### src/logic/rrf_defs.svh
// constants for the radio receive fifo / transmit fetch block
// included by the package users; holds definitions only
`ifndef RRF_DEFS_SVH
`define RRF_DEFS_SVH

`define RRF_FIFO_DEPTH      64
`define RRF_FIFO_AW         6
`define RRF_PIN_CFG_W       6
`define RRF_PIN_CFG_PKT_OVF 6'h06
`define RRF_PIN_CFG_NONEMPT 6'h01
`define RRF_BITS_PER_BYTE   3'h7
`define RRF_HALF_BYTE       3'h4
`define RRF_BIT_CYCLES      8
`define RRF_LEN_VAR_MAX     8'h3d
`define RRF_LEN_FIX_MAX     8'h3e

`endif

### src/logic/rrf_pkg.sv
// types shared by the radio core block
// no dependencies
package rrf_pkg;

    typedef enum logic [3:0] {
        RRF_IDLE   = 4'h1,
        RRF_RX     = 4'h2,
        RRF_RX_OVF = 4'h4,
        RRF_TX     = 4'h8
    } rrf_state_t;

endpackage : rrf_pkg

### src/logic/rrf_radio_core.sv
// radio core data path: receive fifo, overflow handling, output pin, transmit byte fetch
// all strobes and config come from processor logic on the same 200 MHz clock
`timescale 1ns/10ps
`include "rrf_defs.svh"

// How it works
// - received bytes go through a one-byte prefetch stage into a 64-byte fifo, status and crc held aside.
// - a byte arriving while fifo and prefetch are both full moves the radio into the overflow state.
// - with pin select 0x06 the output pin drops once the receive fifo overflows.
// - recovery is the idle strobe then the flush strobe, which empties the fifo only out of receive.
// - in legacy mode some status/crc settings leave the radio stuck in receive, deaf, pin still high.
// - the byte fetch signal rises at each byte start and falls after half the byte has been sent.
// - in legacy mode an abort in the first half of a byte leaves fetch high and the next first byte repeats.
// - with packet handling on, transmit ends by itself after the last bit of the last byte.
module rrf_radio_core #(
    parameter int BIT_CYCLES = `RRF_BIT_CYCLES
) (
    input  wire logic                      clk,
    input  wire logic                      arst_n,
    input  wire logic                      idle_strobe,
    input  wire logic                      rx_strobe,
    input  wire logic                      tx_strobe,
    input  wire logic                      rx_flush_strobe,
    input  wire logic [`RRF_PIN_CFG_W-1:0] output_pin_select_cfg,
    input  wire logic                      status_append_enable,
    input  wire logic                      crc_enable,
    input  wire logic                      packet_handling_enable,
    input  wire logic                      legacy_defect_enable,
    input  wire logic                      rx_byte_valid,
    input  wire logic [7:0]                rx_byte,
    input  wire logic                      rx_pkt_start,
    input  wire logic                      rx_pkt_end,
    input  wire logic [7:0]                rx_rssi,
    input  wire logic [7:0]                rx_lqi,
    input  wire logic                      rx_crc_ok,
    input  wire logic                      rx_rd_en,
    output logic [7:0]                     rx_rd_data,
    output logic                           rx_rd_valid,
    output logic [`RRF_FIFO_AW:0]          rx_fifo_count,
    input  wire logic [7:0]                tx_data,
    input  wire logic                      tx_data_avail,
    input  wire logic                      tx_last,
    output logic                           tx_pop,
    output logic                           tx_fetch,
    output logic                           tx_bit,
    output logic                           tx_active,
    output logic [3:0]                     radio_state,
    output logic                           rx_overflow_state,
    output logic                           rx_stuck,
    output logic                           general_output_pin
);
    localparam int CW = $clog2(BIT_CYCLES + 1);

    rrf_pkg::rrf_state_t st_ff;
    rrf_pkg::rrf_state_t nxt_st;
    logic          stuck_ff;
    logic          nxt_stuck;
    logic          in_pkt_ff;
    logic          nxt_in_pkt;
    logic [1:0]    st_pend_ff;
    logic [1:0]    nxt_st_pend;
    logic [7:0]    rssi_hold_ff;
    logic [7:0]    nxt_rssi_hold;
    logic [7:0]    lqi_hold_ff;
    logic [7:0]    nxt_lqi_hold;
    logic          gpo_ff;
    logic          nxt_gpo;
    logic          fifo_full;
    logic          fifo_wr;
    logic [7:0]    fifo_wdata;
    logic          fifo_flush;
    logic          rx_take;
    logic          ovf_evt;
    logic          stuck_case;

    logic [7:0]    shift_ff;
    logic [7:0]    nxt_shift;
    logic [2:0]    bit_idx_ff;
    logic [2:0]    nxt_bit_idx;
    logic [CW-1:0] cyc_ff;
    logic [CW-1:0] nxt_cyc;
    logic          fetch_ff;
    logic          nxt_fetch;
    logic          replay_ff;
    logic          nxt_replay;
    logic          last_ff;
    logic          nxt_last;
    logic          pop_ff;
    logic          nxt_pop;
    logic          bit_end;
    logic          byte_end;

    function automatic logic is_rxish(input rrf_pkg::rrf_state_t s);
        is_rxish = (s == rrf_pkg::RRF_IDLE) || (s == rrf_pkg::RRF_RX_OVF);
    endfunction : is_rxish

    rrf_rx_fifo #(
        .W     (8),
        .DEPTH (`RRF_FIFO_DEPTH),
        .AW    (`RRF_FIFO_AW)
    ) u_fifo (
        .clk      (clk),
        .arst_n   (arst_n),
        .flush    (fifo_flush),
        .wr_en    (fifo_wr),
        .wr_data  (fifo_wdata),
        .full     (fifo_full),
        .rd_en    (rx_rd_en),
        .rd_data  (rx_rd_data),
        .rd_valid (rx_rd_valid),
        .count    (rx_fifo_count)
    );

    // ---- receive side ----
    always_comb begin
        stuck_case = legacy_defect_enable && status_append_enable && !crc_enable;
        rx_take    = (st_ff == rrf_pkg::RRF_RX) && !stuck_ff && !idle_strobe;
        ovf_evt    = rx_take && rx_byte_valid && fifo_full;
        fifo_wr    = 1'b0;
        fifo_wdata = rx_byte;
        nxt_st_pend   = st_pend_ff;
        nxt_rssi_hold = rssi_hold_ff;
        nxt_lqi_hold  = lqi_hold_ff;
        if (rx_take && rx_byte_valid && !fifo_full) begin
            fifo_wr = 1'b1;
        end else if (rx_take && st_pend_ff != 2'h0 && !fifo_full) begin
            // appended status bytes drain from their holding registers
            fifo_wr     = 1'b1;
            fifo_wdata  = st_pend_ff[1] ? rssi_hold_ff : lqi_hold_ff;
            nxt_st_pend = {1'b0, st_pend_ff[1]};
        end
        if (rx_take && rx_pkt_end && status_append_enable) begin
            nxt_st_pend   = 2'h3;
            nxt_rssi_hold = rx_rssi;
            nxt_lqi_hold  = {crc_enable ? rx_crc_ok : rx_lqi[7], rx_lqi[6:0]};
        end
        if (st_ff != rrf_pkg::RRF_RX) begin
            nxt_st_pend = 2'h0;
        end
        // flush honoured only in idle or the overflow state, so from receive idle must come first
        fifo_flush = rx_flush_strobe && is_rxish(st_ff);
    end

    // ---- state machine ----
    always_comb begin
        nxt_st    = st_ff;
        nxt_stuck = stuck_ff;
        bit_end   = (cyc_ff == CW'(BIT_CYCLES - 1));
        byte_end  = bit_end && (bit_idx_ff == `RRF_BITS_PER_BYTE);
        case (st_ff)
            rrf_pkg::RRF_IDLE: begin
                if (rx_strobe) begin
                    nxt_st = rrf_pkg::RRF_RX;
                end else if (tx_strobe && tx_data_avail) begin
                    nxt_st = rrf_pkg::RRF_TX;
                end
            end
            rrf_pkg::RRF_RX: begin
                if (ovf_evt) begin
                    if (stuck_case) begin
                        nxt_stuck = 1'b1;
                    end else begin
                        nxt_st = rrf_pkg::RRF_RX_OVF;
                    end
                end
            end
            rrf_pkg::RRF_RX_OVF: begin
                if (fifo_flush) begin
                    nxt_st = rrf_pkg::RRF_IDLE;
                end
            end
            rrf_pkg::RRF_TX: begin
                if (byte_end && ((last_ff && packet_handling_enable) || !tx_data_avail)) begin
                    nxt_st = rrf_pkg::RRF_IDLE;
                end
            end
            default: begin
                nxt_st = rrf_pkg::RRF_IDLE;
            end
        endcase
        if (idle_strobe) begin
            nxt_st    = rrf_pkg::RRF_IDLE;
            nxt_stuck = 1'b0;
        end
        nxt_in_pkt = in_pkt_ff;
        if (rx_take && rx_pkt_start) begin
            nxt_in_pkt = 1'b1;
        end
        if ((rx_take && rx_pkt_end) || nxt_st != rrf_pkg::RRF_RX) begin
            nxt_in_pkt = 1'b0;
        end
        case (output_pin_select_cfg)
            `RRF_PIN_CFG_PKT_OVF: nxt_gpo = nxt_in_pkt;
            `RRF_PIN_CFG_NONEMPT: nxt_gpo = (rx_fifo_count != '0);
            default:              nxt_gpo = 1'b0;
        endcase
    end

    // ---- transmit modulator ----
    always_comb begin
        nxt_shift   = shift_ff;
        nxt_bit_idx = bit_idx_ff;
        nxt_cyc     = cyc_ff;
        nxt_fetch   = fetch_ff;
        nxt_replay  = replay_ff;
        nxt_last    = last_ff;
        nxt_pop     = 1'b0;
        if (st_ff == rrf_pkg::RRF_IDLE && nxt_st == rrf_pkg::RRF_TX) begin
            nxt_shift   = tx_data;
            nxt_last    = tx_last;
            nxt_pop     = !replay_ff;
            nxt_replay  = 1'b0;
            nxt_fetch   = 1'b1;
            nxt_bit_idx = 3'h0;
            nxt_cyc     = '0;
        end else if (st_ff == rrf_pkg::RRF_TX && nxt_st == rrf_pkg::RRF_TX) begin
            nxt_cyc = bit_end ? '0 : cyc_ff + 1'b1;
            if (bit_end) begin
                nxt_bit_idx = bit_idx_ff + 1'b1;
                nxt_shift   = {shift_ff[6:0], 1'b0};
                if (bit_idx_ff == `RRF_HALF_BYTE - 3'h1) begin
                    nxt_fetch = 1'b0;
                end
            end
            if (byte_end) begin
                nxt_shift = tx_data;
                nxt_last  = tx_last;
                nxt_pop   = 1'b1;
                nxt_fetch = 1'b1;
            end
        end else if (st_ff == rrf_pkg::RRF_TX) begin
            if (idle_strobe && fetch_ff && legacy_defect_enable) begin
                nxt_replay = 1'b1;
            end else begin
                nxt_fetch = 1'b0;
            end
        end
    end

    always_ff @(posedge clk or negedge arst_n) begin
        if (!arst_n) begin
            st_ff        <= rrf_pkg::RRF_IDLE;
            stuck_ff     <= 1'b0;
            in_pkt_ff    <= 1'b0;
            st_pend_ff   <= 2'h0;
            rssi_hold_ff <= 8'h00;
            lqi_hold_ff  <= 8'h00;
            gpo_ff       <= 1'b0;
            shift_ff     <= 8'h00;
            bit_idx_ff   <= 3'h0;
            cyc_ff       <= '0;
            fetch_ff     <= 1'b0;
            replay_ff    <= 1'b0;
            last_ff      <= 1'b0;
            pop_ff       <= 1'b0;
        end else begin
            st_ff        <= nxt_st;
            stuck_ff     <= nxt_stuck;
            in_pkt_ff    <= nxt_in_pkt;
            st_pend_ff   <= nxt_st_pend;
            rssi_hold_ff <= nxt_rssi_hold;
            lqi_hold_ff  <= nxt_lqi_hold;
            gpo_ff       <= nxt_gpo;
            shift_ff     <= nxt_shift;
            bit_idx_ff   <= nxt_bit_idx;
            cyc_ff       <= nxt_cyc;
            fetch_ff     <= nxt_fetch;
            replay_ff    <= nxt_replay;
            last_ff      <= nxt_last;
            pop_ff       <= nxt_pop;
        end
    end

    assign tx_pop             = pop_ff;
    assign tx_fetch           = fetch_ff;
    assign tx_bit             = shift_ff[7] & (st_ff == rrf_pkg::RRF_TX);
    assign tx_active          = (st_ff == rrf_pkg::RRF_TX);
    assign radio_state        = st_ff;
    assign rx_overflow_state  = (st_ff == rrf_pkg::RRF_RX_OVF);
    assign rx_stuck           = stuck_ff;
    assign general_output_pin = gpo_ff;

endmodule : rrf_radio_core

### src/logic/rrf_rx_fifo.sv
// receive fifo with a one-byte prefetch stage in front of it
// write side is the radio core, read side the processor, same clock
`timescale 1ns/10ps
`include "rrf_defs.svh"

module rrf_rx_fifo #(
    parameter int W     = 8,
    parameter int DEPTH = `RRF_FIFO_DEPTH,
    parameter int AW    = `RRF_FIFO_AW
) (
    input  wire logic          clk,
    input  wire logic          arst_n,
    input  wire logic          flush,
    input  wire logic          wr_en,
    input  wire logic [W-1:0]  wr_data,
    output logic               full,
    input  wire logic          rd_en,
    output logic [W-1:0]       rd_data,
    output logic               rd_valid,
    output logic [AW:0]        count
);
    logic [W-1:0]  mem [DEPTH];
    logic          pf_valid_ff;
    logic          nxt_pf_valid;
    logic [W-1:0]  pf_data_ff;
    logic [W-1:0]  nxt_pf_data;
    logic [AW-1:0] wr_ptr_ff;
    logic [AW-1:0] nxt_wr_ptr;
    logic [AW-1:0] rd_ptr_ff;
    logic [AW-1:0] nxt_rd_ptr;
    logic [AW:0]   cnt_ff;
    logic [AW:0]   nxt_cnt;
    logic [W-1:0]  rd_data_ff;
    logic [W-1:0]  nxt_rd_data;
    logic          rd_valid_ff;
    logic          nxt_rd_valid;
    logic          move;
    logic          pop;

    // full only when both the memory and the prefetch byte are occupied
    assign full     = pf_valid_ff && (cnt_ff == (AW+1)'(DEPTH));
    assign rd_data  = rd_data_ff;
    assign rd_valid = rd_valid_ff;
    assign count    = cnt_ff + (AW+1)'(pf_valid_ff);

    always_comb begin
        pop          = rd_en && (cnt_ff != '0);
        move         = pf_valid_ff && ((cnt_ff != (AW+1)'(DEPTH)) || pop);
        nxt_pf_valid = pf_valid_ff;
        nxt_pf_data  = pf_data_ff;
        nxt_wr_ptr   = wr_ptr_ff;
        nxt_rd_ptr   = rd_ptr_ff;
        nxt_cnt      = cnt_ff;
        nxt_rd_data  = rd_data_ff;
        nxt_rd_valid = 1'b0;
        if (move) begin
            nxt_pf_valid = 1'b0;
            nxt_wr_ptr   = wr_ptr_ff + 1'b1;
        end
        if (wr_en && (!pf_valid_ff || move)) begin
            nxt_pf_valid = 1'b1;
            nxt_pf_data  = wr_data;
        end
        if (pop) begin
            nxt_rd_ptr   = rd_ptr_ff + 1'b1;
            nxt_rd_data  = mem[rd_ptr_ff];
            nxt_rd_valid = 1'b1;
        end
        nxt_cnt = cnt_ff + (AW+1)'(move) - (AW+1)'(pop);
        if (flush) begin
            nxt_pf_valid = 1'b0;
            nxt_wr_ptr   = '0;
            nxt_rd_ptr   = '0;
            nxt_cnt      = '0;
            nxt_rd_valid = 1'b0;
        end
    end

    always_ff @(posedge clk or negedge arst_n) begin
        if (!arst_n) begin
            pf_valid_ff <= 1'b0;
            pf_data_ff  <= '0;
            wr_ptr_ff   <= '0;
            rd_ptr_ff   <= '0;
            cnt_ff      <= '0;
            rd_data_ff  <= '0;
            rd_valid_ff <= 1'b0;
        end else begin
            pf_valid_ff <= nxt_pf_valid;
            pf_data_ff  <= nxt_pf_data;
            wr_ptr_ff   <= nxt_wr_ptr;
            rd_ptr_ff   <= nxt_rd_ptr;
            cnt_ff      <= nxt_cnt;
            rd_data_ff  <= nxt_rd_data;
            rd_valid_ff <= nxt_rd_valid;
        end
    end

    always_ff @(posedge clk) begin
        if (move && !flush) begin
            mem[wr_ptr_ff] <= pf_data_ff;
        end
    end

endmodule : rrf_rx_fifo

### config.mk
export PLATFORM = sky130hd
export DESIGN_NAME = rrf_radio_core
export DESIGN_NICKNAME = d
export VERILOG_FILES = /design/src/logic/rrf_pkg.sv /design/src/logic/rrf_radio_core.sv /design/src/logic/rrf_rx_fifo.sv
export VERILOG_INCLUDE_DIRS = /design/src /design/src/logic
export SDC_FILE = /design/constraint.sdc
export NUM_CORES = 1
export LEC_CHECK = 0
export BUFFER_PORTS_ARGS = -buffer_cell sky130_fd_sc_hd__clkbuf_2
export CAP_MARGIN = 30
export CORE_MARGIN = 3
export CORE_UTILIZATION = 60
export DETAILED_ROUTE_END_ITERATION = 6
export MAX_ROUTING_LAYER = met4
export PLACE_DENSITY = 0.77
export SYNTH_ARGS = -nofsm -noshare
export SYNTH_HDL_FRONTEND = slang
export SYNTH_SLANG_ARGS = --single-unit
### constraint.sdc
create_clock -name clk -period 9.2 [get_ports clk]
set_input_delay 1.38 -clock clk [delete_from_list [all_inputs] [get_ports clk]]
set_output_delay 1.38 -clock clk [all_outputs]
set_load 0.03 [all_outputs]
**Word-level counts from Yosys, hierarchy flattened**

Memories as Yosys holds them, arrays and structs flattened. A register that Yosys moved wholly into a read port is not among the register bits.
Index checks and enable logic that the tools add are counted.

- Flip-flop bits (word level): 73
- Bits in latches: 0
- Memory bits (writable): 512
- Memory bits (read-only): 0
- Input bits: 55
- Output and inout port bits: 27
- Word-level logic and storage cells: 176
- Memories: 1

- $add $sub $neg: 7
- $mul: 0
- Divide/modulo/power cells: 0
- $lt $le $gt $ge: 0
- Equality and inequality tests: 19
- Shift-type cells: 0
- Muxes and demuxes: 64
- Bitwise gates (word level): 1
- Reductions and logical operators: 64

Memory list:

| memory | words | bits a word | rd ports | clocked after Yosys merged registers in | wr ports | RTL line | text |
|---|---|---|---|---|---|---|---|
| u_fifo.mem | 64 | 8 | 1 | 1 | 1 | rrf_rx_fifo.sv:22 | `logic [W-1:0] mem [DEPTH];` |

Operators with widths:

| kind | count |
|---|---|
| $mux 8 | 7 |
| $mux 4 | 10 |
| $mux 1 | 33 |
| $logic_and 1x1->1 | 26 |
| $mux 6 | 4 |
| $reduce_bool 2->1 | 11 |
| $pmux 4 s4 | 1 |
| $add 7x1->7 | 2 |
| $reduce_bool 7->1 | 2 |
| $add 6x1->6 const B | 2 |
| $reduce_bool 3->1 | 4 |
| $logic_not 1->1 | 9 |
| $mux 3 | 3 |
| $eq 4x3->1 const B | 2 |
| $eq 4x4->1 const B | 2 |
| $mux 2 | 4 |
| $ne 4x2->1 const B | 2 |
| $reduce_and 2->1 | 4 |
| $eq 7x7->1 const B | 1 |
| $mux 7 | 1 |
| $ne 7x7->1 const B | 1 |
| $sub 7x1->7 | 1 |
| $eq 6x1->1 const B | 1 |
| $eq 6x3->1 const B | 1 |
| other kinds (16) | 21 |

**Longest topological paths before layout**

- Word-level depth: 12
- Mapped depth: 15
- Gate-level depth less buffers: 15

**Hierarchy**

From an unflattened synthesis, not the netlist that was laid out.

- Cell total of the unflattened synthesis: 1,459
- Area, all modules: 24,363.4 um^2

Modules (own cells, without submodules):

| module | instances | cells each | area each (um^2) | seq. area each (um^2) |
|---|---|---|---|---|
| rrf_rx_fifo | 1 | 1,213 | 21,869.7 | 16,300.6 |
| rrf_radio_core | 1 | 246 | 2,493.6 | 1,102.3 |

**Worst setup path before layout**

OpenSTA, ideal clock, no wires.

- Path kind: input -> register
- Start point: in rx_rd_en
- End point: reg u_fifo.cnt_ff[6]
- Setup time: 0.078 ns
- Arrival time: 3.557 ns
- Required time: 9.122 ns
- Slack: 5.565 ns
- Cell stages on the path: 12
- Cells stage by stage: o21ai_0 -> clkinv_1 -> ha_1 -> inv_1 -> ha_1 -> fa_1 -> a21oi_1 -> o21bai_1 -> a21oi_1 -> nor2_1 -> or3_1 -> a21oi_1

- Longest elaborated chain between the ends: 6

Ends and longest elaborated chain:

| item | RTL line | text |
|---|---|---|
| start, declared | rrf_radio_core.sv:36 | `input wire logic rx_rd_en,` |
| $logic_and 1x1->1 (*) | rrf_rx_fifo.sv:47 | `pop = rd_en && (cnt_ff != '0);` |
| net u_fifo.pop | rrf_rx_fifo.sv:38 | `logic pop;` |
| $logic_or 1x1->1 | rrf_rx_fifo.sv:48 | `move = pf_valid_ff && ((cnt_ff != (AW+1)'(DEPTH)) \|\| pop);` |
| $logic_and 1x1->1 | rrf_rx_fifo.sv:48 |  |
| $add 7x1->7 | rrf_rx_fifo.sv:69 | `nxt_cnt = cnt_ff + (AW+1)'(move) - (AW+1)'(pop);` |
| $sub 7x1->7 (*) | rrf_rx_fifo.sv:69 |  |
| $mux 7 (*) | rrf_rx_fifo.sv:70 | `if (flush) begin` |
| net u_fifo.nxt_cnt[6] | rrf_rx_fifo.sv:32 | `logic [AW:0] nxt_cnt;` |
| end signal, assigned | rrf_rx_fifo.sv:93 | `cnt_ff <= nxt_cnt;` |
| end, declared | rrf_rx_fifo.sv:31 | `logic [AW:0] cnt_ff;` |

The timed path passes the listed nets; every way through them passes the cells marked *.
A chain may end at the register's enable or synchronous reset.

**Worst setup path in the final report**

- Start point: reg st_ff[3] (netlist: radio_state[3])
- End point: out tx_bit

- Longest elaborated chain between the ends: 2

Ends and longest elaborated chain:

| item | RTL line | text |
|---|---|---|
| start, declared | rrf_radio_core.sv:54 | `rrf_pkg::rrf_state_t st_ff;` |
| start signal, assigned | rrf_radio_core.sv:242 | `st_ff <= rrf_pkg::RRF_IDLE;` |
| start signal, assigned | rrf_radio_core.sv:257 | `st_ff <= nxt_st;` |
| $eq 4x4->1 | rrf_radio_core.sv:276 | `assign tx_bit = shift_ff[7] & (st_ff == rrf_pkg::RRF_TX);` |
| $and 1x1->1 | rrf_radio_core.sv:276 |  |
| end, declared | rrf_radio_core.sv:45 | `output logic tx_bit,` |

No other way between the ends.

==> flow_summary_export.csv <==
group,metric,value,unit
cts,htree_levels,2,
pwr,power_density,275,nW/µm²
cts,cts.sinks,593,
timing,relSlewSlack,35.4,%
critical_path,crit_family,"simple AND/OR/NAND/NOR gates",
synthesis,synth_edf_count,512,
run,maxCapViolations,0,
synthesis,synth_cells,1443,
timing,slew_violations,0,
die,initial_core_util,61.5,%
cells_and_area,fin_area,27000,µm²
synthesis,ys_ff_latch,593,
detailed_routing,drt_iter0_drc,1449,
detailed_routing,wirelength,51000,µm
critical_path,crit_fanout,11,
die,die_w,206,µm
hold_path,hp-class,"register to register",
cts,path_clk_slew,60,ps
placement,placed_area,25100,µm²
detailed_routing,wl_per_cell,24.4,µm
cts,clock_latency,600,ps
cells_and_area,final_common_cell,"edfxtp_1",
timing,holdWs,484,ps
cts,cts_hold_buf,0,
cells_and_area,final_cell_mix,"edfxtp_1 (512), mux2i_1 (146), nor2_1 (112)",
cts,cts_setup_buffers,0,
critical_path,end_kind,"output port",
placement,gp_congestion,0.843,
detailed_routing,vias,13255,
synthesis,syn-num-nets,1520,
timing,finClkSkew,18.9,ps
pwr,irDropWorstVdd,0.000198,V
detailed_routing,ant_nets,0,
timing,rsz0062_at_grt,"no",
die,die_h,206,µm
die,coreArea,39200,µm²
detailed_routing,via_per_inst,6.33,
timing,hold_violations,0,
cells_and_area,area_growth_syn_to_layout,11.9,%
synthesis,synth_cell_types,69,
timing,post-route-period-util,40.6,%
critical_path,critical_path_buf_inv_count,2,
global_route,grt_antenna_before_repair,0,
placement,io_buffers,81,
cts,cts_resized,0,
cells_and_area,nets,1606,
timing,fin_setup_tns,0,ps
cts,cts_tree,"yes",
cells_and_area,drive_above_1_share,18.8,%
detailed_routing,first_pass_iters,6,
global_route,grt_start_max_net_pins,72,
synthesis,yosysSeqAreaShare,72.2,%
pwr,p_leak,9.43,nW
synthesis,syn_area,24100,µm²
global_route,grtUsageTotal,25.1,%
die,rows,72,
run_status,status,"completed",
critical_path,worstPathArrival,2360,ps
detailed_routing,drc,0,
die,ios,82,
synthesis,syn_area_per_cell,16.7,µm²
synthesis,ys.flop_type,"edfxtp_1",
timing,setup_violations,0,
cts,cts-root-buf,"clkbuf_16",
synthesis,async_flop_share,13.7,%
placement,dp_hpwl,30400,µm
critical_path,cpMaxStageDelayCell,"or4b_1",
critical_path,slowest_delay,580,ps
critical_path,path_cells,"or4b_1, inv_2, and2_1, clkbuf_2",
timing,tightest_slew,969,ps
synthesis,ys_warn_count,0,
critical_path,worstSetupPathType,"register to output port",
timing,fmax,267,MHz
critical_path,worst_setup_path_start_kind,"register",
global_route,overflow,0,
global_route,grt_pass1_wl,77700,µm
timing,fin_crit,3740,ps
critical_path,required,7820,ps
die,die_area,42600,µm²
cells_and_area,nFillCells,2534,
cells_and_area,antennaDiodeCount,0,
global_route,grt_pass1_vias,13174,
cts,clockBufferDepth,3,
cts,numCtsBuffers,57,
==> registers in the layout (all words and copies together) (netlist names), 2 cells and up <==
signal,count
bit_idx_ff,3
cyc_ff,4
lqi_hold_ff,8
radio_state,4
rssi_hold_ff,8
shift_ff,8
st_pend_ff,2
u_fifo.cnt_ff,7
u_fifo.mem,512
u_fifo.pf_data_ff,8
u_fifo.rd_data,8
u_fifo.rd_ptr_ff,6
u_fifo.wr_ptr_ff,6
==> area by class of cell <==
type	instances	area, µm²	area share [%]
tap	518	648	2.40
multi-input combinational	752	6270	23.3
timing repair buffer	107	679	2.52
sequential	593	17400	64.6
clock buffer	82	1600	5.94
inverter	18	68.8	0.255
clock inverter	25	275	1.02
==> cells in the mapped netlist, drive strengths merged (3+ instances only) <==
cell type	instances	area share, %
a21oi	50	1.1
a221o	8	0.33
a22o	16	0.58
a22oi	72	2.2
a31oi	9	0.23
and2	6	0.16
buf	34	0.79
clkbuf	46	0.72
dfrtp	80	8.3
edfxtp	512	64
ha	21	1.1
inv	16	0.25
mux2	17	0.81
mux2i	146	6.1
mux4	64	6.0
nand2	71	1.2
nand3	36	0.75
nand4	5	0.13
nor2	113	1.8
nor2b	10	0.26
nor3	10	0.23
nor4	3	0.078
o21ai	30	0.67
or2	3	0.078
or3	4	0.10
or4b	4	0.18
xnor2	11	0.40
xor2	12	0.44
==> kinds of logic (layout without fill, tap and decap cells) <==
kind of cell | Yosys count | in the layout | share of synthesized area (%)
DFF | 593 | 593 | 72.2
and+or+nand+nor | 280 | 280 | 5.45
muxes | 227 | 227 | 12.9
AOI/OAI and AO/OA | 200 | 200 | 5.65
buffers and inverters | 98 | 232 | 1.79
xor gates and xnor gates | 23 | 23 | 0.836
adders and majority gates | 22 | 22 | 1.17
==> layer usage <==
layer  track usage [%]  wire length [µm]
met4              7.76              1410
met2              38.3             24400
met5                 -                 0
met3              3.91              4280
met1              35.6             20900
==> power breakdown <==
| group | total (mW) | internal, mW | switching (mW) | leakage (nW) |
|---|---|---|---|---|
| combinational | 1.69 | 0.693 | 0.998 | 2.75 |
| clock | 2.34 | 1.38 | 0.960 | 0.914 |
| sequential | 3.37 | 3.20 | 0.176 | 5.77 |
==> stage by stage <==
stage / std cells / power [mW] / utilization [%] / setup WS [ps]
after floorplan: 1443 / 4.56 / - / 5570
after global placement: 1983 / 5.04 / 63.7 / 5110
after detailed placement: 1987 / 5.09 / 63.9 / 5070
after CTS: 2094 / 7.43 / 68.7 / 5400
after global routing: 2095 / 7.68 / 68.8 / 5190
final: 2095 / 7.40 / 68.8 / 5460
==> path summary, 6_finish.rpt <==
| check | start | end | slack (ps) | cells past startpoint |
|---|---|---|---|---|
| max reg2reg | u_fifo.rd_ptr_ff[0] | u_fifo.rd_data[7] | 5490 | 7 |
| max in group asynchronous | arst_n | u_fifo.pf_data_ff[0] | 7930 | 2 |
| min | u_fifo.pf_data_ff[7] | u_fifo.pf_data_ff[7] | 480 | 2 |
| min reg2reg | u_fifo.pf_data_ff[7] | u_fifo.pf_data_ff[7] | 480 | 2 |
| max | radio_state[3] | tx_bit | 5460 | 4 |
| min in group asynchronous | arst_n | shift_ff[7] | 630 | 1 |
==> worst min-delay path: stages, from the launching register on <==
cell and delay [ps]:
dfrtp_2 350, nand2_1 40, o21ai_0 60
(Power assumes the default switching activity.)
